===== src/logic/nbe_pkg.sv =====
/*
 holds the shared constants of the memory bit-error reporting pair: control
 bit positions, flag positions, vector codes, widths and timing counts.
 assumes both ends and the link interface import it.
*/
package nbe_pkg;
    // enable bits of the general control register a
    localparam int CTL_A_W = 3;
    localparam int BIT_UNCORR_RST = 0;
    localparam int BIT_UNCORR_IRQ = 1;
    localparam int BIT_CORR_IRQ = 2;
    localparam logic [CTL_A_W-1:0] CTL_A_RESET = 3'h0;
    // error flags of the general control register b
    localparam int FLAG_W = 2;
    localparam int FLAG_UNCORR = 0;
    localparam int FLAG_CORR = 1;
    localparam logic [FLAG_W-1:0] FLAG_RESET = 2'h0;
    localparam logic [FLAG_W-1:0] FLAG_ALL = 2'h3;
    // vector codes; the non-zero values are arbitrary
    localparam int VEC_W = 5;
    localparam logic [VEC_W-1:0] RSTVEC_NONE = 5'h00;
    localparam logic [VEC_W-1:0] RSTVEC_UNCORR = 5'h1c;
    localparam logic [VEC_W-1:0] NMIVEC_NONE = 5'h00;
    localparam logic [VEC_W-1:0] NMIVEC_UNCORR = 5'h02;
    localparam logic [VEC_W-1:0] NMIVEC_CORR = 5'h04;
    // clocking
    localparam int CLK_HZ = 20_000_000;
    localparam int UNCORR_RST_MAX_HZ = 12_000_000;
    localparam int PUC_CYCLES = 4;
    localparam int PUC_CNT_W = 3;
    // status widths
    localparam int ADDR_W = 16;
    localparam int ERR_CNT_W = 8;
endpackage


===== src/logic/nbe_link_if.sv =====
/*
 holds the link between the error-reporting logic and the fetching core.
 assumes one clock, clk_sys, shared by both ends.
*/
interface nbe_link_if;
    import nbe_pkg::*;
    logic enWrite;
    logic [CTL_A_W-1:0] enData;
    logic [FLAG_W-1:0] flagClear;
    logic nmiAck;
    logic rstVecRead;
    logic [CTL_A_W-1:0] enables;
    logic [FLAG_W-1:0] flags;
    logic nmiReq;
    logic [VEC_W-1:0] nmiVector;
    logic pucReq;
    logic [VEC_W-1:0] rstVector;
    modport dev (
        input enWrite, enData, flagClear, nmiAck, rstVecRead,
        output enables, flags, nmiReq, nmiVector, pucReq, rstVector
    );
    modport core (
        output enWrite, enData, flagClear, nmiAck, rstVecRead,
        input enables, flags, nmiReq, nmiVector, pucReq, rstVector
    );
endinterface


===== src/logic/nbe_error_report.sv =====
/*
 holds the memory-side end: enables, sticky error flags, nmi vector and
 power-up-clear request with its reset source vector.
 assumes error strobes come from the memory checker synchronous to clk_sys and
 that this block's own reset is the power-on reset, not the power-up clear;
 pucHold goes to the system reset logic and must never reset this block.
 // Function
 //(RULE1) uncorrectable error with reset enable triggers clear
 //(RULE2) clear leaves uncorrectable code in reset vector
 //(RULE3) uncorrectable error with enable raises nmi, posts code
 //(RULE4) correctable error with enable raises nmi, posts code
 //(RULE5) separate sticky flags held until software clears
 //(RULE6) software disables enables around low power modes
 //(RULE7) software keeps clock at most 12 MHz
 //(RULE8) software ignores resets with zero reset vector
 //(RULE9) reset and interrupt paths gated independently
 //(RULE10) flags set on detection regardless of enables
*/
module nbe_error_report (
    input wire logic clk_sys,
    input wire logic reset,
    nbe_link_if.dev link,
    input wire logic corrErrDet,
    input wire logic uncorrErrDet,
    input wire logic [nbe_pkg::ADDR_W-1:0] errAddr,
    output logic pucHold,
    output logic [nbe_pkg::ADDR_W-1:0] lastErrAddr,
    output logic [nbe_pkg::ERR_CNT_W-1:0] corrCount,
    output logic [nbe_pkg::ERR_CNT_W-1:0] uncorrCount
);
    import nbe_pkg::*;

    logic [CTL_A_W-1:0] enables_reg;
    logic [CTL_A_W-1:0] enables_next;
    logic [FLAG_W-1:0] flags_reg;
    logic [FLAG_W-1:0] flags_next;
    logic [FLAG_W-1:0] detect;
    logic pendUncorr_reg;
    logic pendUncorr_next;
    logic pendCorr_reg;
    logic pendCorr_next;
    logic [VEC_W-1:0] nmiVec_reg;
    logic [VEC_W-1:0] nmiVec_next;
    logic [PUC_CNT_W-1:0] pucCnt_reg;
    logic [PUC_CNT_W-1:0] pucCnt_next;
    logic pucHold_reg;
    logic [VEC_W-1:0] rstVec_reg;
    logic [VEC_W-1:0] rstVec_next;
    logic [ADDR_W-1:0] errAddr_reg;
    logic [ADDR_W-1:0] errAddr_next;
    logic [ERR_CNT_W-1:0] errCnt_reg [FLAG_W];
    logic [ERR_CNT_W-1:0] errCnt_next [FLAG_W];
    logic [FLAG_W-1:0] cntFull;
    logic uncorrNmiTrig;
    logic corrNmiTrig;
    logic pucTrig;
    logic ackUncorr;
    logic ackCorr;
    logic rstEn;
    logic uncorrIrqEn;
    logic corrIrqEn;
    logic anyDetect;
    logic pucActive;
    logic pucActiveNext;
    logic nmiPending;

    localparam logic [PUC_CNT_W-1:0] PUC_LOAD = PUC_CNT_W'(PUC_CYCLES);
    localparam logic [PUC_CNT_W-1:0] PUC_ONE = 3'h1;
    localparam logic [PUC_CNT_W-1:0] PUC_ZERO = 3'h0;
    localparam logic [ERR_CNT_W-1:0] CNT_ONE = 8'h01;

    assign detect[FLAG_UNCORR] = uncorrErrDet;
    assign detect[FLAG_CORR] = corrErrDet;

    assign enables_next = link.enWrite ? link.enData : enables_reg;

    // each flag is its own sticky bit; a detection in the clearing cycle wins
    genvar i;
    generate
        for (i = 0; i < FLAG_W; i++)
        begin : g_flag
            assign flags_next[i] = detect[i] | (flags_reg[i] & ~link.flagClear[i]); // RULE5 RULE10
        end
    endgenerate

    assign rstEn = enables_reg[BIT_UNCORR_RST];
    assign uncorrIrqEn = enables_reg[BIT_UNCORR_IRQ];
    assign corrIrqEn = enables_reg[BIT_CORR_IRQ];

    // every path looks only at its own enable
    assign pucTrig = uncorrErrDet & rstEn; // RULE1 RULE9
    assign uncorrNmiTrig = uncorrErrDet & uncorrIrqEn; // RULE3 RULE9
    assign corrNmiTrig = corrErrDet & corrIrqEn; // RULE4 RULE9

    // the acknowledge retires the source whose code is on show
    assign ackUncorr = link.nmiAck & pendUncorr_reg;
    assign ackCorr = link.nmiAck & ~pendUncorr_reg & pendCorr_reg;
    assign pendUncorr_next = uncorrNmiTrig | (pendUncorr_reg & ~ackUncorr); // RULE3
    assign pendCorr_next = corrNmiTrig | (pendCorr_reg & ~ackCorr); // RULE4

    // uncorrectable outranks correctable in the vector
    assign nmiVec_next = pendUncorr_next ? NMIVEC_UNCORR : // RULE3
                         pendCorr_next ? NMIVEC_CORR : // RULE4
                         NMIVEC_NONE;

    // clear request is stretched so the system reset logic sees it
    assign pucActive = (pucCnt_reg != PUC_ZERO);
    assign pucCnt_next = pucTrig ? PUC_LOAD :
                         pucActive ? pucCnt_reg - PUC_ONE :
                         PUC_ZERO; // RULE1
    assign pucActiveNext = (pucCnt_next != PUC_ZERO);

    // reading the vector empties it unless a new cause lands that cycle
    assign rstVec_next = pucTrig ? RSTVEC_UNCORR : // RULE2
                         link.rstVecRead ? RSTVEC_NONE :
                         rstVec_reg;

    // address of the most recent error of either kind
    assign anyDetect = |detect;
    assign errAddr_next = anyDetect ? errAddr : errAddr_reg;

    // one event counter per error kind; it saturates so a flood of errors never reads as few
    generate
        for (i = 0; i < FLAG_W; i++)
        begin : g_count
            assign cntFull[i] = &errCnt_reg[i];
            assign errCnt_next[i] = (detect[i] & ~cntFull[i]) ? errCnt_reg[i] + CNT_ONE : errCnt_reg[i];
            always_ff @(posedge clk_sys or posedge reset)
            begin
                if (reset)
                begin
                    errCnt_reg[i] <= '0;
                end
                else
                begin
                    errCnt_reg[i] <= errCnt_next[i];
                end
            end
        end
    endgenerate

    always_ff @(posedge clk_sys or posedge reset)
    begin
        if (reset)
        begin
            enables_reg <= CTL_A_RESET;
            flags_reg <= FLAG_RESET;
        end
        else
        begin
            enables_reg <= enables_next;
            flags_reg <= flags_next;
        end
    end

    always_ff @(posedge clk_sys or posedge reset)
    begin
        if (reset)
        begin
            pendUncorr_reg <= 1'b0;
            pendCorr_reg <= 1'b0;
            nmiVec_reg <= NMIVEC_NONE;
        end
        else
        begin
            pendUncorr_reg <= pendUncorr_next;
            pendCorr_reg <= pendCorr_next;
            nmiVec_reg <= nmiVec_next;
        end
    end

    always_ff @(posedge clk_sys or posedge reset)
    begin
        if (reset)
        begin
            pucCnt_reg <= PUC_ZERO;
            pucHold_reg <= 1'b0;
            rstVec_reg <= RSTVEC_NONE;
        end
        else
        begin
            pucCnt_reg <= pucCnt_next;
            pucHold_reg <= pucActiveNext;
            rstVec_reg <= rstVec_next;
        end
    end

    always_ff @(posedge clk_sys or posedge reset)
    begin
        if (reset)
        begin
            errAddr_reg <= '0;
        end
        else
        begin
            errAddr_reg <= errAddr_next;
        end
    end

    assign link.enables = enables_reg;
    assign link.flags = flags_reg;
    assign nmiPending = pendUncorr_reg | pendCorr_reg;
    assign link.nmiReq = nmiPending;
    assign link.nmiVector = nmiVec_reg;
    assign link.pucReq = pucHold_reg;
    assign link.rstVector = rstVec_reg;
    assign pucHold = pucHold_reg;
    assign lastErrAddr = errAddr_reg;
    assign corrCount = errCnt_reg[FLAG_CORR];
    assign uncorrCount = errCnt_reg[FLAG_UNCORR];
endmodule // nbe_error_report


===== src/flat_wrapper.sv =====
// flat-port wrapper written by rule: the top's interface ports become plain ports
module nbe_error_report_flat import nbe_pkg::*;
  (clk_sys, reset, corrErrDet, uncorrErrDet, errAddr, pucHold, lastErrAddr, corrCount, uncorrCount, link_enWrite, link_enData, link_flagClear, link_nmiAck, link_rstVecRead, link_enables, link_flags, link_nmiReq, link_nmiVector, link_pucReq, link_rstVector);
  nbe_link_if link_i ();
  input wire logic clk_sys;
  input wire logic reset;
  input wire logic corrErrDet;
  input wire logic uncorrErrDet;
  input wire logic [nbe_pkg::ADDR_W-1:0] errAddr;
  output logic pucHold;
  output logic [nbe_pkg::ADDR_W-1:0] lastErrAddr;
  output logic [nbe_pkg::ERR_CNT_W-1:0] corrCount;
  output logic [nbe_pkg::ERR_CNT_W-1:0] uncorrCount;
  input wire logic [$bits(link_i.enWrite)-1:0] link_enWrite;
  input wire logic [$bits(link_i.enData)-1:0] link_enData;
  input wire logic [$bits(link_i.flagClear)-1:0] link_flagClear;
  input wire logic [$bits(link_i.nmiAck)-1:0] link_nmiAck;
  input wire logic [$bits(link_i.rstVecRead)-1:0] link_rstVecRead;
  output wire logic [$bits(link_i.enables)-1:0] link_enables;
  output wire logic [$bits(link_i.flags)-1:0] link_flags;
  output wire logic [$bits(link_i.nmiReq)-1:0] link_nmiReq;
  output wire logic [$bits(link_i.nmiVector)-1:0] link_nmiVector;
  output wire logic [$bits(link_i.pucReq)-1:0] link_pucReq;
  output wire logic [$bits(link_i.rstVector)-1:0] link_rstVector;
  assign link_i.enWrite = link_enWrite;
  assign link_i.enData = link_enData;
  assign link_i.flagClear = link_flagClear;
  assign link_i.nmiAck = link_nmiAck;
  assign link_i.rstVecRead = link_rstVecRead;
  assign link_enables = link_i.enables;
  assign link_flags = link_i.flags;
  assign link_nmiReq = link_i.nmiReq;
  assign link_nmiVector = link_i.nmiVector;
  assign link_pucReq = link_i.pucReq;
  assign link_rstVector = link_i.rstVector;
  nbe_error_report u_core (.clk_sys(clk_sys), .reset(reset), .link(link_i), .corrErrDet(corrErrDet), .uncorrErrDet(uncorrErrDet), .errAddr(errAddr), .pucHold(pucHold), .lastErrAddr(lastErrAddr), .corrCount(corrCount), .uncorrCount(uncorrCount));
endmodule

===== config.mk =====
export PLATFORM = sky130hd
export DESIGN_NAME = nbe_error_report_flat
export DESIGN_NICKNAME = d
export VERILOG_FILES = /design/src/logic/nbe_pkg.sv /design/src/logic/nbe_link_if.sv /design/src/logic/nbe_error_report.sv /design/src/flat_wrapper.sv
export SDC_FILE = /design/constraint.sdc
export NUM_CORES = 1
export LEC_CHECK = 0
export ABC_AREA = 1
export BUFFER_PORTS_ARGS = -buffer_cell sky130_fd_sc_hd__buf_2
export CORE_MARGIN = 1.5
export CORE_UTILIZATION = 53
export DETAILED_ROUTE_END_ITERATION = 7
export GPL_TIMING_DRIVEN = 0
export PLACE_DENSITY = 0.85
export REMOVE_ABC_BUFFERS = 1
export SYNTH_ARGS = -nofsm -noshare
export SYNTH_HDL_FRONTEND = slang
export SYNTH_SLANG_ARGS = --single-unit

===== constraint.sdc =====
create_clock -name clk_sys -period 2.04 [get_ports clk_sys]
set_input_delay 0.102 -clock clk_sys [delete_from_list [all_inputs] [get_ports clk_sys]]
set_output_delay 0.102 -clock clk_sys [all_outputs]
set_load 0.02 [all_outputs]

==> impl_metrics.tcl, run 1 <==
set metrics [dict create \
    outcome "finished, final reports clean" \
    first_pass_iters 4 \
    r2r_end "u_core.uncorrCount[3]$_DFFE_PP0P_" \
    die_h_um 66.8 \
    core_mm2 0.00394 \
    overflow 0 \
    setup_slack_ns 0.711 \
    min-delay-start "link_rstVecRead" \
    gp_congestion 0.761 \
    finalCriticalPeriod_ns 1.33 \
    post_cts_buffers 0 \
    diodes 0 \
    worstSetupPathType "reg2reg" \
    crit_required_ns 2.22 \
    clock_skew_ns 0.00509 \
    hold_path_class "in2reg" \
    io_buffer_count 72 \
    grtUsageMet1_pct 23.6 \
    clock_path_buffers 2 \
    synth.area.top_cells "dfrtp_1, nand2_1, mux2_4" \
    yosysWarnings 0 \
    post-place-ws_ns 0.714 \
    grt_pass1_vias 1553 \
    synthToLayoutAreaGrowth_pct 22.9 \
    ir_worst_vdd_mv 0.622 \
    crit_path_cell_trace "ha_1, nand2_2, nor2_4, nand2_2, nand2_4, inv_4, nand2_1, nand2_1" \
    htreeDepth 2 \
    top_usage_layer "met2" \
    dp_hpwl_mm 2.98 \
    holdWs_ns 0.0220 \
    cp-end-kind "flip-flop" \
    clk_pin_slew_ns 0.08 \
    maxSlewViolCount 0 \
    synth.area.mux_share_pct 11.1 \
    ant_nets 0 \
    rsz0062_at_grt "false" \
    rrSetupSlack_ns 0.71 \
    fp.dieW_um 66.8 \
    fill_cells 338 \
    cp_slowest_cell "dfrtp_1" \
    via_count 1670 \
    synth-compound-area-share_pct 2.38 \
    worst_path_largest_cell_delay_ns 0.43 \
    drive_gt1_share_pct 37.8 \
    synth_area_mm2 0.00216 \
    yosys.area.top_type_share_pct 52.2 \
    reg2regPathDepth 8 \
    insertion_delay_ns 0.29 \
    cp_num_cells 8 \
    setup-tns-final_ns 0 \
    post_cts_resized 0 \
    layout.nets 323 \
    drt_wl_total_mm 3.99 \
    synthFlopType "dfrtp_1" \
    synthAdderAreaFrac_pct 1.16 \
    synth_edf_count 0 \
    grtUsageTotal_pct 19.4 \
    hold_viol_final 0 \
    whs_path_depth 2 \
    use_met3_pct 5.07 \
    post_drt_wl_per_cell_um 11.6 \
    ys_ff_latch 45 \
    timing.fmax_ghz 0.752 \
    timing.rr.start "u_core.uncorrCount[0]$_DFFE_PP0P_" \
    largest_reg_flops 16 \
    start_kind "flip-flop" \
    clockRootBuffer "clkbuf_8" \
    met2_usage_pct 33.1 \
    async_flop_share_pct 100 \
    drc 0 \
    start_util_pct 54.7 \
    synthSimpleGateAreaFrac_pct 22.7 \
    row_count 23 \
    antenna_found_initial 0 \
    critPathTopFamily "simple AND/OR/NAND/NOR gates" \
    grt_pass1_wl_mm 6.52 \
    layout_commonest_cell "buf_2" \
    synth_top_family_by_area "simple AND/OR/NAND/NOR gates" \
    synth_top_cell_by_area "dfrtp_1" \
    p_per_area_mw_per_mm2 1010 \
    cts_sinks 45 \
    io_pins 78 \
    synth_xor_area_share_pct 1.22 \
    synth-seq-area-share_pct 52.2 \
    p_leak_uw 0.00144 \
    synth_cell_type_count 29 \
    via_per_inst 4.85 \
    cp_data_arrival_time_ns 1.51 \
    synthCells 218 \
    dr.first_iter.drc_count 76 \
    die-area_mm2 0.00446 \
    cp_max_fo 9 \
    drv_cap 0 \
    cts_buffers 5 \
    hold_end "u_core.link.rstVector[3]$_DFFE_PP0P_" \
    final_cell_mix "buf_2, nand2_1, dfrtp_1, inv_1" \
    final-setup-viol-count 0 \
    cts_tree "done" \
    grt_max_degree 29 \
    avgSynthCellArea_um2 9.89 \
    period_share_pct 65.2 \
    critPathBufInv 1 \
]
==> cells by family (layout without fill, tap and decap cells) <==
| family | count (synthesis) | in the layout |
|---|---|---|
| fa+ha+maj | 2 | 2 |
| other cells | 1 | 5 |
| simple gates | 105 | 105 |
| mux | 18 | 18 |
| flops | 45 | 45 |
| xor+xnor | 3 | 3 |
| compound gates | 10 | 10 |
| buf+inv | 34 | 106 |
==> cells in the mapped netlist, drive strengths merged (3+ instances only) <==
library cell  number
buf               12
dfrtp             45
inv               22
mux2              18
nand2             67
nand3             12
nand3b             3
nor2              16
nor3               4
o21ai              7
==> worst max path at each step <==
stage                                                 start                                  to  slack (ns)
after floorplan           u_core.uncorrCount[0]$_DFFE_PP0P_   u_core.uncorrCount[3]$_DFFE_PP0P_        0.68
after global placement                                reset  u_core.link.nmiVector[1]$_DFF_PP0_        0.31
after detailed placement  u_core.uncorrCount[0]$_DFFE_PP0P_   u_core.uncorrCount[7]$_DFFE_PP0P_        0.71
after CTS                 u_core.uncorrCount[0]$_DFFE_PP0P_   u_core.uncorrCount[3]$_DFFE_PP0P_        0.70
after global routing      u_core.uncorrCount[0]$_DFFE_PP0P_   u_core.uncorrCount[5]$_DFFE_PP0P_        0.58
final                     u_core.uncorrCount[0]$_DFFE_PP0P_   u_core.uncorrCount[3]$_DFFE_PP0P_        0.71
==> power breakdown <==
| part | internal, uW | total (uW) | switching, uW |
|---|---|---|---|
| Sequential | 1060 | 1230 | 170 |
| Combinational | 292 | 766 | 474 |
| Clock | 399 | 675 | 276 |
| Total | 1750 | 2670 | 920 |
==> layer usage <==
| layer | part of all wire (%) | routed length [um] |
|---|---|---|
| met1 | 42 | 1690 |
| met2 | 51 | 2020 |
| met3 | 5.9 | 234 |
| met4 | 1.2 | 46 |
| met5 | 0 | 0 |
==> repair_timing <==
action	CTS	global route
endpoints found under the setup margin	0	0
hold endpoints to repair	18	1
hold buffers	2	1
==> stage by stage <==
stage | power [uW] | std cells | utilization (%) | area (um2)
2_1_floorplan | 1740 | 210 | - | 2060
4_1_cts | 2700 | 343 | 67.0 | 2640
5_1_grt | 2840 | 344 | 67.2 | 2650
3_3_place_gp | 1980 | 332 | 63.0 | 2480
6_report | 2670 | 344 | 67.2 | 2650
3_5_place_dp | 2020 | 333 | 63.5 | 2500
==> layout make-up <==
| class | count | area [um2] | area share, % |
|---|---|---|---|
| tap | 50 | 62.6 | 2.36 |
| sequential | 45 | 1130 | 42.5 |
| multi-input combinational | 143 | 851 | 32.1 |
| timing repair buffer | 76 | 410 | 15.5 |
| clock inverter | 1 | 30.0 | 1.13 |
| inverter | 22 | 85.1 | 3.21 |
| clock buffer | 7 | 86.3 | 3.26 |
==> worst reg2reg max path: stages (launching register included) <==
cell     delay [ns]
dfrtp_1        0.43
ha_1           0.22
nand2_2        0.10
nor2_4         0.11
nand2_2        0.08
nand2_4        0.12
inv_4          0.06
nand2_1        0.06
nand2_1        0.05
(Power assumes the default switching activity.)
==> run 2: changes to the inputs <==
CORE_UTILIZATION = 44   (was 53)
PLACE_DENSITY = 0.75   (was 0.85)
clock period = 1.2 ns   (was 2.04 ns; I/O delays follow)
==> run 2 against run 1 <==
Net effect:
- critical endpoint is now u_core.uncorrCount[4]$_DFFE_PP0P_
- final cell count up 14%
- worst hold slack worse by 0.014 ns
- worst setup slack worse by 0.72 ns
- sequential power up 70%
- utilization down 2.3 points
- the run now ends with setup timing left
- largest cell class unchanged
- die area up 19%
- sequential share of layout area down 5.7 points
- clock skew up 0.0013 ns
- critical path depth unchanged
==> impl_metrics.tcl, run 2 (synthesized netlist as in run 1, its figures left out) <==
set metrics [dict create \
    worstSetupPathType "reg2reg" \
    crit_required_ns 1.40 \
    layout_commonest_cell "buf_2" \
    instances_no_fill 392 \
    start_kind "flip-flop" \
    worst_path_largest_cell_delay_ns 0.36 \
    rrSetupSlack_ns -0.006 \
    grt_pass1_vias 1804 \
    cts_tree "done" \
    outcome "finished with violations" \
    p_per_area_mw_per_mm2 1640 \
    timing.rr.start "u_core.uncorrCount[1]$_DFFE_PP0P_" \
    period_share_pct 100 \
    cts_buffers 5 \
    holdWs_ns 0.00814 \
    grtUsageTotal_pct 18.4 \
    start_util_pct 45.7 \
    dp_hpwl_mm 3.05 \
    via_count 1831 \
    final_cell_mix "buf_2, nand2_1, dfrtp_1, dlygate4sd3_1, inv_1" \
    die-area_mm2 0.00533 \
    core_mm2 0.00472 \
    diodes 0 \
    via_per_inst 4.67 \
    final-setup-viol-count 3 \
    cp_slowest_cell "dfrtp_1" \
    r2r_end "u_core.uncorrCount[4]$_DFFE_PP0P_" \
    die_h_um 73.0 \
    p_leak_uw 0.00162 \
    htreeDepth 2 \
    min-delay-start "link_enWrite" \
    drt_wl_total_mm 4.78 \
    grt_pass1_wl_mm 7.60 \
    fp.dieW_um 73.0 \
    cp_data_arrival_time_ns 1.40 \
    cp-end-kind "flip-flop" \
    fin_util_pct 64.9 \
    finalCriticalPeriod_ns 1.21 \
    drive_gt1_share_pct 41.5 \
    hold_viol_final 0 \
    io_pins 78 \
    maxSlewViolCount 0 \
    post-place-ws_ns -0.147 \
    layout.nets 354 \
    ir_worst_vdd_mv 0.823 \
    power_uw 5030 \
    hold_path_class "in2reg" \
    violations "setup timing" \
    critPathTopFamily "simple AND/OR/NAND/NOR gates" \
    critPathBufInv 1 \
    clock_path_buffers 2 \
    clk_pin_slew_ns 0.08 \
    dp.cells 350 \
    reg2regPathDepth 8 \
    post_drt_wl_per_cell_um 12.2 \
    grt_max_degree 27 \
    first_pass_iters 4 \
    row_count 25 \
    overflow 0 \
    antenna_found_initial 0 \
    gp_congestion 0.774 \
    largest_reg_flops 16 \
    drv_cap 0 \
    clock_skew_ns 0.00643 \
    insertion_delay_ns 0.30 \
    drc 0 \
    synthToLayoutAreaGrowth_pct 42.2 \
    cp_max_fo 6 \
    cts_sinks 45 \
    whs_path_depth 2 \
    timing.fmax_ghz 0.830 \
    clockRootBuffer "clkbuf_8" \
    hold_end "u_core.link.enables[1]$_DFFE_PP0P_" \
    rsz0062_at_grt "true" \
    ant_nets 0 \
    dr.first_iter.drc_count 59 \
    setup_slack_ns -0.00553 \
    io_buffer_count 72 \
    crit_path_cell_trace "ha_2, nand2_4, nor2_4, nand2_2, nand2_4, inv_6, nand2_1, nand2_1" \
]
## run 2: final cells by class
class,instances,area (um2)
clock buffers,5,68.8
repair buffers,105,687
well taps,67,83.8
flip-flops and latches,45,1130
inverters,22,90.1
clock inverters,3,65.1
multi-input cells,145,945
fillers,388,1660
## run 2: worst max-delay path by stage
| stage | startpoint | end | slack [ns] | cells after the start |
|---|---|---|---|---|
| detailed placement | u_core.uncorrCount[0]$_DFFE_PP0P_ | u_core.uncorrCount[5]$_DFFE_PP0P_ | -0.15 | 8 |
| global route | u_core.uncorrCount[1]$_DFFE_PP0P_ | u_core.uncorrCount[3]$_DFFE_PP0P_ | -0.09 | 8 |
| global placement | reset | u_core.link.flags[0]$_DFF_PP0_ | -0.54 | 2 |
| finish | u_core.uncorrCount[1]$_DFFE_PP0P_ | u_core.uncorrCount[4]$_DFFE_PP0P_ | -0.006 | 8 |
| floorplan | u_core.uncorrCount[0]$_DFFE_PP0P_ | u_core.uncorrCount[3]$_DFFE_PP0P_ | -0.16 | 8 |
| CTS | u_core.uncorrCount[1]$_DFFE_PP0P_ | u_core.uncorrCount[4]$_DFFE_PP0P_ | -0.02 | 8 |
## run 2: metrics by stage
stage	TNS (ns)	instance area, um2
6_report	-0.0102	3070
5_1_grt	-0.636	3070
4_1_cts	-0.0905	2980
3_5_place_dp	-1.29	2530
3_3_place_gp	-25.21	2510
2_1_floorplan	-1.54	2060
## run 2: where the power goes
| part | internal (uW) | leakage, uW | total [uW] | switching, uW |
|---|---|---|---|---|
| logic | 663 | 0.00101 | 1590 | 923 |
| registers | 1800 | 0.000544 | 2090 | 294 |
| clock network | 827 | 0.0000681 | 1350 | 521 |
| total | 3290 | 0.00162 | 5030 | 1740 |
## run 2: timing repair
item | CTS | global route
gates cloned | 2 | 0
pin swaps | 2 | 6
buffers inserted | 7 | 1
endpoints found under the setup margin | 16 | 17
gates resized for setup | 5 | 19
hold buffers | 24 | 0
endpoints found under the hold margin | 42 | 0
## run 2: per-layer routing
metal / vias to the layer above / track usage (%) / wire length [um]
li1: 897 / - / -
met1: 869 / 20.7 / 1890
met2: 59 / 33.5 / 2590
met3: 6 / 3.31 / 250
met4: 0 / 7.97 / 53
met5: - / 0 / 0
